`src/lss_defs.svh`:
```
// Summary of operation
// (RULE1) The device holds a 16-bit shift register and a 16-bit on/off latch, one bit per channel.
// (RULE2) Each serial clock rising edge captures serial_data_in into the shift register LSB.
// (RULE3) serial_data_out changes on the serial clock rising edge only; the code also updates it on the load_strobe rising edge.
// (RULE4) A load_strobe rising edge copies the whole shift register into the on/off latch.
// (RULE5) The same load_strobe edge overwrites the shift register with the captured status bits.
// (RULE6) The controller pulses load_strobe once per new data, or status lands in the latch.
// (RULE7) With output_disable low, a channel sinks when its latch bit is 1 and is off when 0.
// (RULE8) With output_disable high, every channel is forced off.
// (RULE9) Shift register and latch have no defined start value; valid data must be latched first.
// (RULE10) The controller should hold output_disable high until valid data is latched.
// (RULE11) The controller should latch 0 for unconnected channels before enabling outputs.
// (RULE12) Each serial clock rising edge moves all bits toward the MSB; the MSB drives serial_data_out.
// (RULE13) Status is captured on the output_disable rising edge and held until it goes low; the code holds it until the next output_disable rising edge.
// (RULE14) An active thermal warning makes all 16 status bits read as 1.
// (RULE15) The controller waits 100 ns after a load_strobe rising edge before the next serial clock rise.
// (RULE16) Latch bit n drives channel n, bit 0 the first channel, bit 15 the last.
// (RULE17) A chain is fed 16 bits per device, farthest first, then one load_strobe pulse.
`ifndef LSS_DEFS_SVH
`define LSS_DEFS_SVH
`define LSS_CHANNELS 16
`define LSS_SYNC_STAGES 3
`define LSS_CLK_PERIOD_NS 10
`define LSS_LAT_TO_SCLK_NS 100
`define LSS_LAT_TO_SCLK_CYC ((`LSS_LAT_TO_SCLK_NS + `LSS_CLK_PERIOD_NS - 1) / `LSS_CLK_PERIOD_NS)
`endif

```
`src/lss_pkg.sv`:
```
package lss_pkg;
  typedef logic [15:0] lss_word_t;
  typedef enum logic [1:0] {
    LSS_EDGE_NONE = 2'b00,
    LSS_EDGE_RISE = 2'b01,
    LSS_EDGE_FALL = 2'b10
  } lss_edge_t;
endpackage

```
`src/lss_led_sink.sv`:
```
`timescale 1ns/1ns
`default_nettype none
`include "lss_defs.svh"
module lss_led_sink #(
  parameter int CHANNELS = `LSS_CHANNELS
) (
  input wire logic clk_sys_i,
  input wire logic sys_rst_i,
  input wire logic serial_shift_clock_i,
  input wire logic serial_data_in_i,
  input wire logic load_strobe_i,
  input wire logic output_disable_i,
  input wire lss_pkg::lss_word_t open_led_flag_i,
  input wire logic thermal_warning_flag_i,
  output logic serial_data_out_o,
  output lss_pkg::lss_word_t current_sink_channel_o
);
  import lss_pkg::*;

  logic sclk_rise;
  logic lat_rise;
  logic dis_rise;
  logic dis_level;
  logic sin_level;
  wire lss_word_t open_level;
  logic therm_level;
  lss_word_t shift_q;
  lss_word_t latch_q;
  lss_word_t status_capture_latch_q;
  lss_word_t outs_q;
  logic serial_data_out_q;

  lss_pin_sync u_sclk (
    .clk_sys_i(clk_sys_i),
    .sys_rst_i(sys_rst_i),
    .pin_i(serial_shift_clock_i),
    .level_o(),
    .rise_o(sclk_rise),
    .fall_o()
  );

  lss_pin_sync u_lat (
    .clk_sys_i(clk_sys_i),
    .sys_rst_i(sys_rst_i),
    .pin_i(load_strobe_i),
    .level_o(),
    .rise_o(lat_rise),
    .fall_o()
  );

  // level follows the pin through reset, so a held-high disable keeps outputs off
  lss_pin_sync u_dis (
    .clk_sys_i(clk_sys_i),
    .sys_rst_i(sys_rst_i),
    .pin_i(output_disable_i),
    .level_o(dis_level),
    .rise_o(dis_rise),
    .fall_o()
  );

  // data level settles before the clock edge is seen; controller must hold it past
  lss_pin_sync u_sin (
    .clk_sys_i(clk_sys_i),
    .sys_rst_i(sys_rst_i),
    .pin_i(serial_data_in_i),
    .level_o(sin_level),
    .rise_o(),
    .fall_o()
  );

  // analog flags: each bit through its own three-stage catch
  for (genvar g = 0; g < CHANNELS; g++) begin : g_open_sync
    lss_pin_sync u_open (
      .clk_sys_i(clk_sys_i),
      .sys_rst_i(sys_rst_i),
      .pin_i(open_led_flag_i[g]),
      .level_o(open_level[g]),
      .rise_o(),
      .fall_o()
    );
  end

  lss_pin_sync u_therm (
    .clk_sys_i(clk_sys_i),
    .sys_rst_i(sys_rst_i),
    .pin_i(thermal_warning_flag_i),
    .level_o(therm_level),
    .rise_o(),
    .fall_o()
  );

  // status held from one disable rise until the next disable rise; no reset, like the part
  always_ff @(posedge clk_sys_i) begin
    if (dis_rise) begin // RULE13
      status_capture_latch_q <= therm_level ? '1 : open_level; // RULE14
    end
  end

  // shift register and latch deliberately unreset: power-up is random
  always_ff @(posedge clk_sys_i) begin
    if (lat_rise) begin
      shift_q <= status_capture_latch_q; // RULE5
    end else if (sclk_rise) begin
      shift_q <= {shift_q[CHANNELS-2:0], sin_level}; // RULE2 RULE12
    end
  end

  always_ff @(posedge clk_sys_i) begin
    if (lat_rise) begin
      latch_q <= shift_q; // RULE1 RULE4 RULE9
    end
  end

  // serial_data_out follows the MSB only at the shift or latch edge
  always_ff @(posedge clk_sys_i) begin
    if (sys_rst_i) begin
      serial_data_out_q <= 1'b0;
    end else if (lat_rise) begin
      serial_data_out_q <= status_capture_latch_q[CHANNELS-1]; // RULE5
    end else if (sclk_rise) begin
      serial_data_out_q <= shift_q[CHANNELS-2]; // RULE3 RULE12
    end
  end

  always_ff @(posedge clk_sys_i) begin
    if (sys_rst_i || dis_level) begin
      outs_q <= '0; // RULE8
    end else begin
      outs_q <= latch_q; // RULE7 RULE16
    end
  end

  assign serial_data_out_o = serial_data_out_q;
  assign current_sink_channel_o = outs_q;
endmodule
`default_nettype wire

```
`src/lss_pin_sync.sv`:
```
`timescale 1ns/1ns
`default_nettype none
// three-stage pin synchroniser; level changes once stages two and three agree
module lss_pin_sync (
  input wire logic clk_sys_i,
  input wire logic sys_rst_i,
  input wire logic pin_i,
  output logic level_o,
  output logic rise_o,
  output logic fall_o
);
  logic s1_q;
  logic s2_q;
  logic s3_q;
  logic level_q;

  always_ff @(posedge clk_sys_i) begin
    s1_q <= pin_i;
    s2_q <= s1_q;
    s3_q <= s2_q;
  end

  always_ff @(posedge clk_sys_i) begin
    // reset takes the settled pin level, so release shows no false edge
    if (sys_rst_i) begin
      level_q <= s2_q;
    end else if (s2_q == s3_q) begin
      level_q <= s3_q;
    end
  end

  always_comb begin
    level_o = level_q;
    rise_o = (s2_q == s3_q) && s3_q && !level_q;
    fall_o = (s2_q == s3_q) && !s3_q && level_q;
  end
endmodule
`default_nettype wire

```
`config.mk`:
```
export PLATFORM = sky130hd
export DESIGN_NAME = lss_led_sink
export DESIGN_NICKNAME = d
export VERILOG_FILES = /design/src/lss_pkg.sv /design/src/lss_led_sink.sv /design/src/lss_pin_sync.sv
export VERILOG_INCLUDE_DIRS = /design/src
export SDC_FILE = /design/constraint.sdc
export NUM_CORES = 1
export LEC_CHECK = 0
export BUFFER_PORTS_ARGS = -buffer_cell sky130_fd_sc_hd__buf_2
export CAP_MARGIN = 20
export CORE_ASPECT_RATIO = 1.5
export CORE_MARGIN = 10
export CORE_UTILIZATION = 35
export DETAILED_ROUTE_END_ITERATION = 7
export PLACE_DENSITY_LB_ADDON = 0.08
export RECOVER_POWER = 25
export SETUP_SLACK_MARGIN = 0.3
export SLEW_MARGIN = 40
export SYNTH_ARGS = -nofsm -noshare
export SYNTH_HDL_FRONTEND = slang
export SYNTH_SLANG_ARGS = --single-unit
```
`constraint.sdc`:
```
create_clock -name clk_sys_i -period 2.2 [get_ports clk_sys_i]
set_clock_uncertainty 0.15 [all_clocks]
set_input_delay 0 -clock clk_sys_i [delete_from_list [all_inputs] [get_ports clk_sys_i]]
set_output_delay 0 -clock clk_sys_i [all_outputs]
set_load 0.01 [all_outputs]
```
* Word level (Yosys, flattened, before mapping)
Index checks and enable logic that the tools add are counted.
Cells by class: equal/unequal tests 21, multiplexer cells 46, reductions and logical operators 32
Operator list (number):
- 2-to-1 mux 1 bit | 44
- nonzero test 2 bit | 22
- 2-to-1 mux 16 bit | 2
- equality test 1 bit | 21
- logical AND 1 bit | 6
- zero test 1 bit | 3
- logical OR 1 bit | 1
Word-level totals: register bits 149, input bits 23

* Longest topological paths before layout
Gate-level depths: netlist of the first run.
word-level depth 5, depth in mapped cells 6

* Cells and area by module
A second synthesis of the first run with hierarchy kept.
Unflattened totals: cells, all modules 375, area total of the unflattened synthesis 5561.6 µm²
By module, submodules not included:
- lss_pin_sync | instances 21, cells each 12, area each 156.4 µm², sequential area each 90.1 µm²
- lss_led_sink | instances 1, cells each 123, area each 2277.2 µm², sequential area each 1781.7 µm²

* Least setup slack after synthesis of the first run
Ideal clock, no wire load.
kind reg-to-reg, from reg u_dis.s2_q, to reg status_capture_latch_q[0], enable pin, data arrival time 1.215 ns, data required time 1.660 ns, path slack 0.445 ns, stages on the path, launching flop included 3, path buffers 0, period minus slack after synthesis 1.755 ns, cells stage by stage dfxtp_1 -> ha_1 -> nor2b_1
Between the ends: longest elaborated chain between the ends 3
Ends and longest elaborated chain:
- from (decl) | RTL line lss_pin_sync.sv:13 | logic s2_q;
- from (signal assigned) | RTL line lss_pin_sync.sv:19 | s2_q <= s1_q;
- equality test 1 bit | RTL line lss_pin_sync.sv:34 | rise_o = (s2_q == s3_q) && s3_q && !level_q;
- logical AND 1 bit (2 in a row) | RTL line lss_pin_sync.sv:34
- net dis_rise | RTL line lss_led_sink.sv:22 | logic dis_rise;
- to (signal assigned) | RTL line lss_led_sink.sv:95 | status_capture_latch_q <= therm_level ? '1 : open_level;
- to (decl) | RTL line lss_led_sink.sv:29 | lss_word_t status_capture_latch_q;
The timed path passes the listed nets, and every way through them passes these cells. A chain may end at the register's enable or synchronous reset.

* Worst setup path after layout of the first run
from reg u_lat.s2_q, to reg shift_q[1], enable pin
Between the ends: longest elaborated chain between the ends 4
Ends and longest elaborated chain:
- from (decl) | RTL line lss_pin_sync.sv:13
- from (signal assigned) | RTL line lss_pin_sync.sv:19
- equality test 1 bit | RTL line lss_pin_sync.sv:34
- logical AND 1 bit (2 in a row) | RTL line lss_pin_sync.sv:34
- nonzero test 2 bit (no line)
- to (signal assigned) | RTL line lss_led_sink.sv:102 | shift_q <= status_capture_latch_q;
- to (signal assigned) | RTL line lss_led_sink.sv:104 | shift_q <= {shift_q[CHANNELS-2:0], sin_level};
- to (decl) | RTL line lss_led_sink.sv:27 | lss_word_t shift_q;
No other way between the ends.

==> results of run 1 <==
[final timing paths]
| path | from | to | slack (ns) | depth (start not counted) |
|---|---|---|---|---|
| setup / recovery | u_lat.s2_q | shift_q[1] | 0.45 | 5 |
| hold / removal | sys_rst_i | g_open_sync[3].u_open.level_o | 0.07 | 2 |
| setup reg to reg | u_lat.s2_q | shift_q[1] | 0.45 | 5 |
| hold reg to reg | g_open_sync[2].u_open.s1_q | g_open_sync[2].u_open.s2_q | 0.17 | 0 |
[cell usage after synthesis, drive strengths merged]
cell    count
dfxtp      80
and2       17
nand2b     23
nor2        1
xor2       18
a31oi       1
edfxtp     69
inv         3
ha          3
nor2b       1
mux2       37
clkbuf      5
or2        16
o21a        1
buf         4
[state kept, by name, summed over array words and instances (netlist names), 16 cells and up]
| name | count |
|---|---|
| latch_q | 16 |
| g_open_sync.u_open.s1_q | 16 |
| status_capture_latch_q | 16 |
| shift_q | 16 |
| g_open_sync.u_open.s3_q | 16 |
| g_open_sync.u_open.level_o | 16 |
| current_sink_channel_o | 16 |
| g_open_sync.u_open.s2_q | 16 |
[stage by stage]
stage | power, uW | util (%) | setup WS [ns] | hold slack (ns)
final | 6100 | 44.0 | 0.452 | 0.0715
after global routing | 6370 | 44.0 | 0.344 | 0.0591
after CTS | 6220 | 44.0 | 0.418 | 0.0467
after detailed placement | 3480 | 38.2 | 0.460 | -0.0464
after global placement | 3470 | 38.2 | 0.491 | -0.0481
after floorplan | 3390 | - | 0.445 | -0.122
[power breakdown]
group	total [uW]	leakage, uW	switching (uW)	internal [uW]
Sequential	3160	0.00132	66.0	3090
Clock	2660	0.000289	1060	1600
Combinational	280	0.000710	113	167
[critical path, cell delays in order (launching register included)]
cell,delay [ns]
dfxtp_1,0.34
ha_1,0.21
nand2b_4,0.11
and2_2,0.19
inv_1,0.21
buf_4,0.24
[cells by family (layout without fill, tap and decap cells)]
family          Yosys count  after routing  share of synthesized area [%]
simple gates             58             58                           7.84
mux                      37             37                           8.87
flops                   149            149                           77.5
fa+ha+maj                 3              3                          0.792
compound gates            2              2                          0.290
xor+xnor                 18             18                           3.33
buf+inv                  12             99                           1.40
[layer usage]
metal	vias up	track usage, %
met5	-	0
li1	1106	-
met4	0	5.42
met2	50	10.7
met3	12	3.54
met1	967	7.28
[layout make-up]
type	instances	area share, %
Inverter	3	0.191
Tap cell	162	3.44
Sequential cell	149	62.3
Clock inverter	11	1.17
Multi-Input combinational cell	118	17.0
Clock buffer	21	8.36
Timing Repair Buffer	64	7.59
==> results.py, run 1 <==
metrics = {
    "logic_synthesis": {
        "yosysTopAreaCell": "edfxtp_1",
        "ys_warn_count": 0,
        "synth_nets": 305,
        "yosys_register_bits": 149,
        "syn_area_per_cell_um2": 17.0,
        "netlist_instances": 279,
        "synthDominantCellAreaShare_pct": 43.7,
        "yosysSeqAreaShare_pct": 77.5,
        "synth.area.top_cells": "edfxtp_1 (44%), dfxtp_1 (34%), mux2_2 (8.6%), xor2_1 (3.3%), nand2b_1 (2.9%)",
        "netlist_area_um2": 4740,
        "ys_types": 20,
    },
    "sta": {
        "finalHoldViolations": 0,
        "slew_headroom_pct": 63.2,
        "worst_pin_slew_ns": 0.551,
        "setup_viol": 0,
        "period_minus_slack_ns": 1.75,
        "final_max_slew_viol_count": 0,
        "max_freq_mhz": 572,
        "fin_crit_sh_pct": 79.4,
        "rsz0062_at_grt": "false",
        "setup_tns_ns": 0,
    },
    "clocking": {
        "cts_resized": 0,
        "cts.sinks": 149,
        "htree_levels": 4,
        "cts_buffers": 17,
        "clkLatencyLatePin_ns": 0.40,
        "postCtsHoldBufs": 21,
        "path_clk_slew_ns": 0.06,
        "postCtsSetupBuffers": 0,
        "cts_tree": "done",
        "clockBufferDepth": 2,
        "cts_root_buf": "clkbuf_16",
    },
    "final_layout": {
        "multi_input_area_um2": 1000,
        "layout-drive-gt1-share_pct": 35.5,
        "fin_cells": 528,
        "seqCellArea_um2": 3670,
        "fill_cells": 1222,
        "fin_nets": 379,
        "area_delta_synth_final_pct": 24.4,
        "diodes": 0,
        "final_area_um2": 5900,
        "layout_commonest_cell": "dfxtp_1",
        "mostFrequentLayoutCells": "dfxtp_1 (80), edfxtp_1 (69), buf_2 (39)",
    },
    "worst_setup_path": {
        "critPathMaxFanout": 10,
        "crit_path_end_kind": "flip-flop",
        "crit_required_ns": 2.16,
        "arrival_ns": 1.70,
        "crit_type": "flip-flop to flip-flop",
        "worst_setup_path_start_kind": "flip-flop",
    },
    "route": {
        "drc_errors": 0,
        "ant_nets": 0,
        "wl_met2_um": 2860,
        "routed_wl_um": 5920,
        "vias": 2135,
        "route.met3.wl_um": 405,
        "routedWlPerCell_um": 11.2,
        "viasPerCell": 4.04,
        "first_pass_iters": 3,
        "drt-met1-wl_um": 2510,
        "drt_iter0_drc": 49,
        "top_layer_used": "met4",
    },
    "placement": {
        "place_hpwl_um": 3830,
        "place_inst": 475,
        "io_buffers": 39,
        "place_area_um2": 5130,
        "routabilityCongestion": 0.689,
    },
    "floorplan": {
        "die_w_um": 115,
        "rows": 52,
        "io_pins": 40,
        "die_y_um": 163,
        "start_util_pct": 35.4,
        "core_area_um2": 13400,
        "die_area_um2": 18700,
    },
    "power_and_ir_drop": {
        "p_leak_uw": 0.00232,
        "ir_worst_vdd_uv": 516,
        "power_density_nw_per_um2": 1030,
    },
    "min_path": {
        "min_path_type": "primary input to flip-flop",
    },
    "grt": {
        "antenna_found_initial": 0,
        "grt_pass1_vias": 2148,
        "grt_usage_pct": 7.08,
        "grt_max_degree": 24,
        "grt_pass1_wl_um": 10200,
        "overflow": 0,
    },
    "flow_run": {
        "maxCapViolCount": 0,
    },
    "status": {
        "status": "complete, no violations",
    },
}
(Power assumes the default switching activity.)
==> run 2, diff against run 1 <==
==> constraint.sdc (replaced) <==
create_clock -name clk_sys_i -period 1.75 [get_ports clk_sys_i]
set_clock_uncertainty 0.15 [all_clocks]
set_input_delay 0 -clock clk_sys_i [delete_from_list [all_inputs] [get_ports clk_sys_i]]
set_output_delay 0 -clock clk_sys_i [all_outputs]
set_load 0.01 [all_outputs]
==> run 2 against run 1 <==
Sequential power up 26%; highest routed layer unchanged; die area unchanged; sequential share of layout area shrank 2.1 points; maximum frequency rose by 19%; critical endpoint is now serial_data_out_o; largest cell class unchanged.
==> results.py, run 2 (synthesized netlist as in run 1, its figures left out) <==
metrics = {
    "grt": {
        "grt_pass1_vias": 2224,
        "grt_pass1_wl_um": 10500,
        "grt_max_degree": 45,
        "overflow": 0,
        "grt_usage_pct": 7.10,
        "antenna_found_initial": 0,
    },
    "power_and_ir_drop": {
        "p_leak_uw": 0.00241,
        "power_density_nw_per_um2": 1270,
        "ir_worst_vdd_uv": 593,
    },
    "sta": {
        "slew_headroom_pct": 71.2,
        "fin_crit_sh_pct": 84.2,
        "setup_viol": 0,
        "rsz0062_at_grt": "true",
        "period_minus_slack_ns": 1.47,
        "final_max_slew_viol_count": 0,
        "setup_tns_ns": 0,
        "worst_pin_slew_ns": 0.431,
        "max_freq_mhz": 679,
        "finalHoldViolations": 0,
        "hold-worst-slack_ns": 0.0762,
    },
    "min_path": {
        "hold_path_end": "g_open_sync[3].u_open.s1_q",
        "hold_start": "open_led_flag_i[3]",
        "min_path_type": "primary input to flip-flop",
        "whs_path_depth": 2,
    },
    "clocking": {
        "htree_levels": 4,
        "cts_buffers": 17,
        "cts.sinks": 149,
        "cts_tree": "done",
        "clkLatencyLatePin_ns": 0.40,
        "path_clk_slew_ns": 0.06,
        "cts_root_buf": "clkbuf_16",
        "clockBufferDepth": 2,
    },
    "worst_setup_path": {
        "critPathMaxFanout": 7,
        "worst_setup_path_start_kind": "flip-flop",
        "arrival_ns": 1.61,
        "slowest_delay_ns": 0.33,
        "cp_slowest_cell": "dfxtp_2",
        "cp_cell_sequence": "ha_4 > nand2b_4 > buf_6 > mux2_4 > o21a_1",
        "r2r_setup_slack_ns": 0.28,
        "ff2ff_path_depth": 5,
        "crit_path_end_kind": "flip-flop",
        "crit_type": "flip-flop to flip-flop",
        "timing.rr.start": "u_lat.s3_q",
        "crit_required_ns": 1.89,
        "r2r_end": "serial_data_out_o",
        "critPathLaunch": "u_lat.s3_q",
    },
    "floorplan": {
        "core_area_um2": 13400,
        "die_w_um": 115,
        "start_util_pct": 35.4,
        "die_area_um2": 18700,
        "rows": 52,
        "die_y_um": 163,
        "io_pins": 40,
    },
    "status": {
        "status": "complete, no violations",
    },
    "final_layout": {
        "fin_nets": 387,
        "fill_cells": 1195,
        "area_delta_synth_final_pct": 28.8,
        "layout-drive-gt1-share_pct": 37.7,
        "seqCellArea_um2": 3680,
        "multi_input_area_um2": 1070,
        "layout_commonest_cell": "dfxtp_1",
        "diodes": 0,
        "utilization_pct": 45.5,
        "mostFrequentLayoutCells": "dfxtp_1 (78), edfxtp_1 (69), buf_2 (39)",
    },
    "route": {
        "routed_wl_um": 6020,
        "drt_iter0_drc": 41,
        "viasPerCell": 4.09,
        "first_pass_iters": 3,
        "ant_nets": 0,
        "routedWlPerCell_um": 11.2,
        "vias": 2194,
        "drc_errors": 0,
    },
    "flow_run": {
        "maxCapViolCount": 0,
    },
    "placement": {
        "routabilityCongestion": 0.667,
        "io_buffers": 39,
        "place_hpwl_um": 3840,
    },
}
run 2: through the flow:
stage / power (uW) / instances / cell area, um^2 / worst slack (ns)
finish: 7770 / 536 / 6100 / 0.277
global route: 8140 / 536 / 6100 / 0.233
CTS: 7870 / 533 / 6050 / 0.274
detailed placement: 4400 / 475 / 5190 / 0.136
global placement: 4380 / 475 / 5190 / 0.171
floorplan: 4290 / 279 / 4810 / 0.218
run 2: worst max-delay path: cells and delay by family (launching register included):
kind	cells	cell delay [ns]
buffers and inverters	1	0.15
AND/OR/NAND/NOR	1	0.11
multiplexers	1	0.31
AO/OA/AOI/OAI	1	0.17
flip-flops	1	0.33
adder cells (fa/ha/maj)	1	0.16
run 2: what timing repair did:
item,4_1_cts,5_1_grt
setup buffers,4,2
hold buffers,22,0
pin swaps,2,0
hold endpoints to repair,22,0
endpoints found under the setup margin,30,55
gates cloned,0,1
resized for setup,5,3
run 2: how the worst max path moves through the flow:
stage                        endpoint  slack [ns]  depth (start not counted)
finish              serial_data_out_o        0.28                          5
global route        serial_data_out_o        0.23                          5
CTS                        shift_q[7]        0.27                          4
detailed placement         shift_q[7]        0.14                          4
global placement           shift_q[7]        0.17                          4
floorplan                  latch_q[0]        0.22                          5
run 2: per-layer routing:
| layer | vias to the layer above | global-route usage (%) | share of wire [%] |
|---|---|---|---|
| met5 | - | 0 | 0 |
| met4 | 0 | 4.23 | 1.7 |
| met3 | 10 | 3.43 | 6.7 |
| met2 | 45 | 10.7 | 50 |
| met1 | 1017 | 7.89 | 42 |
| li1 | 1122 | - | - |
run 2: final cells by class:
class	instances	area share [%]
Multi-Input combinational cell	118	17.5
Clock buffer	26	8.71
Sequential cell	149	60.2
Tap cell	162	3.32
Inverter	3	0.307
Timing Repair Buffer	72	9.39
Clock inverter	6	0.594
run 2: report_power, final:
| group | switching (uW) | internal [uW] | total, uW |
|---|---|---|---|
| clock | 1280 | 2100 | 3380 |
| combinational | 162 | 263 | 425 |
| sequential | 77.6 | 3890 | 3970 |
==> run 3, diff against run 2 <==
==> constraint.sdc (replaced) <==
create_clock -name clk_sys_i -period 1.4 [get_ports clk_sys_i]
set_clock_uncertainty 0.15 [all_clocks]
set_input_delay 0 -clock clk_sys_i [delete_from_list [all_inputs] [get_ports clk_sys_i]]
set_output_delay 0 -clock clk_sys_i [all_outputs]
set_load 0.01 [all_outputs]
==> run 3 against run 2 <==
The flow now finishes with violations (negative setup slack); combinational power rose by 44%; global-route usage rose by 0.051 points; flip-flop and latch count did not move; sequential share of layout area fell by 2.2 points; hold slack got worse by 0.052 ns; power rose by 30%; register-to-register slack got worse by 0.33 ns; critical path depth fell by 1; maximum frequency rose by 1.1%; count of clock-buffer cells in the layout fell by 4; critical path type unchanged; largest cell class unchanged; largest power group unchanged; highest routed layer unchanged.
==> results.py, run 3 (synthesized netlist as in run 1, its figures left out) <==
metrics = {
    "sta": {
        "setup_tns_ns": -0.777,
        "rsz0062_at_grt": "true",
        "final_max_slew_viol_count": 0,
        "period_minus_slack_ns": 1.46,
        "max_freq_mhz": 686,
        "fin_crit_sh_pct": 104,
        "finalHoldViolations": 0,
        "setup_slack_ns": -0.0570,
        "setup_viol": 35,
        "slew_headroom_pct": 87.0,
        "worst_pin_slew_ns": 0.195,
    },
    "worst_setup_path": {
        "ff2ff_path_depth": 4,
        "cp_slowest_cell": "dfxtp_2",
        "cp_cell_sequence": "ha_4 > nand2b_4 > buf_4 > mux2_4",
        "crit_path_end_kind": "flip-flop",
        "crit_required_ns": 1.40,
        "slowest_delay_ns": 0.34,
        "critPathMaxFanout": 6,
        "crit_type": "flip-flop to flip-flop",
        "worst_setup_path_start_kind": "flip-flop",
        "arrival_ns": 1.45,
    },
    "clocking": {
        "cts_root_buf": "clkbuf_16",
        "clkLatencyLatePin_ns": 0.40,
        "htree_levels": 4,
        "cts_buffers": 17,
        "path_clk_slew_ns": 0.06,
        "cts.sinks": 149,
        "cts_tree": "done",
        "clockBufferDepth": 2,
    },
    "grt": {
        "antenna_found_initial": 0,
        "overflow": 0,
        "grt_use_met3_pct": 3.76,
        "grt_pass1_wl_um": 10500,
        "grt_max_degree": 45,
        "grt_usage_pct": 7.15,
        "grt_util_met2_pct": 11.3,
        "grt_busiest_layer": "met2",
        "grt_pass1_vias": 2245,
        "grt_use_met1_pct": 7.52,
    },
    "placement": {
        "routabilityCongestion": 0.658,
        "io_buffers": 39,
        "dp_slack_ns": -0.0868,
        "place_inst": 483,
        "place_area_um2": 5320,
        "place_hpwl_um": 3780,
    },
    "floorplan": {
        "core_area_um2": 13400,
        "die_w_um": 115,
        "die_area_um2": 18700,
        "start_util_pct": 35.4,
        "rows": 52,
        "io_pins": 40,
        "die_y_um": 163,
    },
    "final_layout": {
        "diodes": 0,
        "final_area_um2": 6350,
        "mostFrequentLayoutCells": "dfxtp_1 (74), edfxtp_1 (69), buf_2 (39)",
        "fill_cells": 1165,
        "layout_commonest_cell": "dfxtp_1",
        "fin_nets": 393,
        "area_delta_synth_final_pct": 33.9,
        "layout-drive-gt1-share_pct": 44.7,
        "fin_cells": 542,
    },
    "route": {
        "ant_nets": 0,
        "drt_iter0_drc": 63,
        "routed_wl_um": 6130,
        "viasPerCell": 4.10,
        "drc_errors": 0,
        "first_pass_iters": 4,
        "routedWlPerCell_um": 11.3,
        "vias": 2221,
    },
    "status": {
        "violations": "negative setup slack",
        "status": "complete, but fails checks",
    },
    "power_and_ir_drop": {
        "power_density_nw_per_um2": 1590,
        "ir_worst_vdd_uv": 710,
        "p_leak_uw": 0.00254,
        "power_uw": 10100,
    },
    "min_path": {
        "min_path_type": "primary input to flip-flop",
        "whs_path_depth": 3,
    },
    "flow_run": {
        "maxCapViolCount": 0,
    },
}
==> run 3: cell types whose count changed in the layout (fill, tap and decap cells not counted), sizes merged <==
cell / change
clkinv: +4
clkbuf: -4
inv: +1
buf: +6
clkinvlp: -1
==> run 3: routing by layer <==
layer | up-vias | share of wire, % | wire (um)
met1 | 1027 | 41 | 2540
met2 | 46 | 51 | 3110
met3 | 8 | 6.0 | 369
met4 | 0 | 1.8 | 109
met5 | - | 0 | 0
li1 | 1140 | - | -
==> run 3: stage by stage <==
step	hold slack, ns	utilization [%]
floorplan	-0.122	-
global placement	-0.0480	39.7
global route	0.0258	47.4
detailed placement	-0.0464	39.7
CTS	0.0112	46.6
finish	0.0241	47.4
==> run 3: repair_timing <==
action,CTS,global route
pin swaps,1,1
hold buffers,22,0
resized for setup,15,27
setup buffers,2,2
gates cloned,1,0
setup endpoints to repair,82,102
hold endpoints to repair,22,0
==> run 3: cell type report <==
cell class	instances	area, um^2	area share [%]
Clock buffer	22	539	8.50
Multi-Input combinational cell	118	1180	18.7
Inverter	3	18.8	0.296
Tap cell	162	203	3.19
Clock inverter	10	76.3	1.20
Timing Repair Buffer	78	644	10.2
Sequential cell	149	3680	58.0
==> run 3: worst paths after layout <==
kind | start | to | slack [ns]
max | u_lat.s2_q | shift_q[9] | -0.06
min | sys_rst_i | g_open_sync[6].u_open.level_o | 0.02
max reg2reg | u_lat.s2_q | shift_q[9] | -0.06
min reg2reg | g_open_sync[6].u_open.s1_q | g_open_sync[6].u_open.s2_q | 0.17
==> run 3: critical path: cells and delay by family, from the launching register on <==
| kind | cells | cell delay [ns] |
|---|---|---|
| flops | 1 | 0.34 |
| mux | 1 | 0.29 |
| fa+ha+maj | 1 | 0.16 |
| buf+inv | 1 | 0.15 |
| simple gates | 1 | 0.11 |
==> run 3: power by group <==
part | total, uW | internal [uW] | switching, uW
combinational | 614 | 399 | 215
sequential | 4970 | 4860 | 105
clock | 4490 | 2760 | 1730
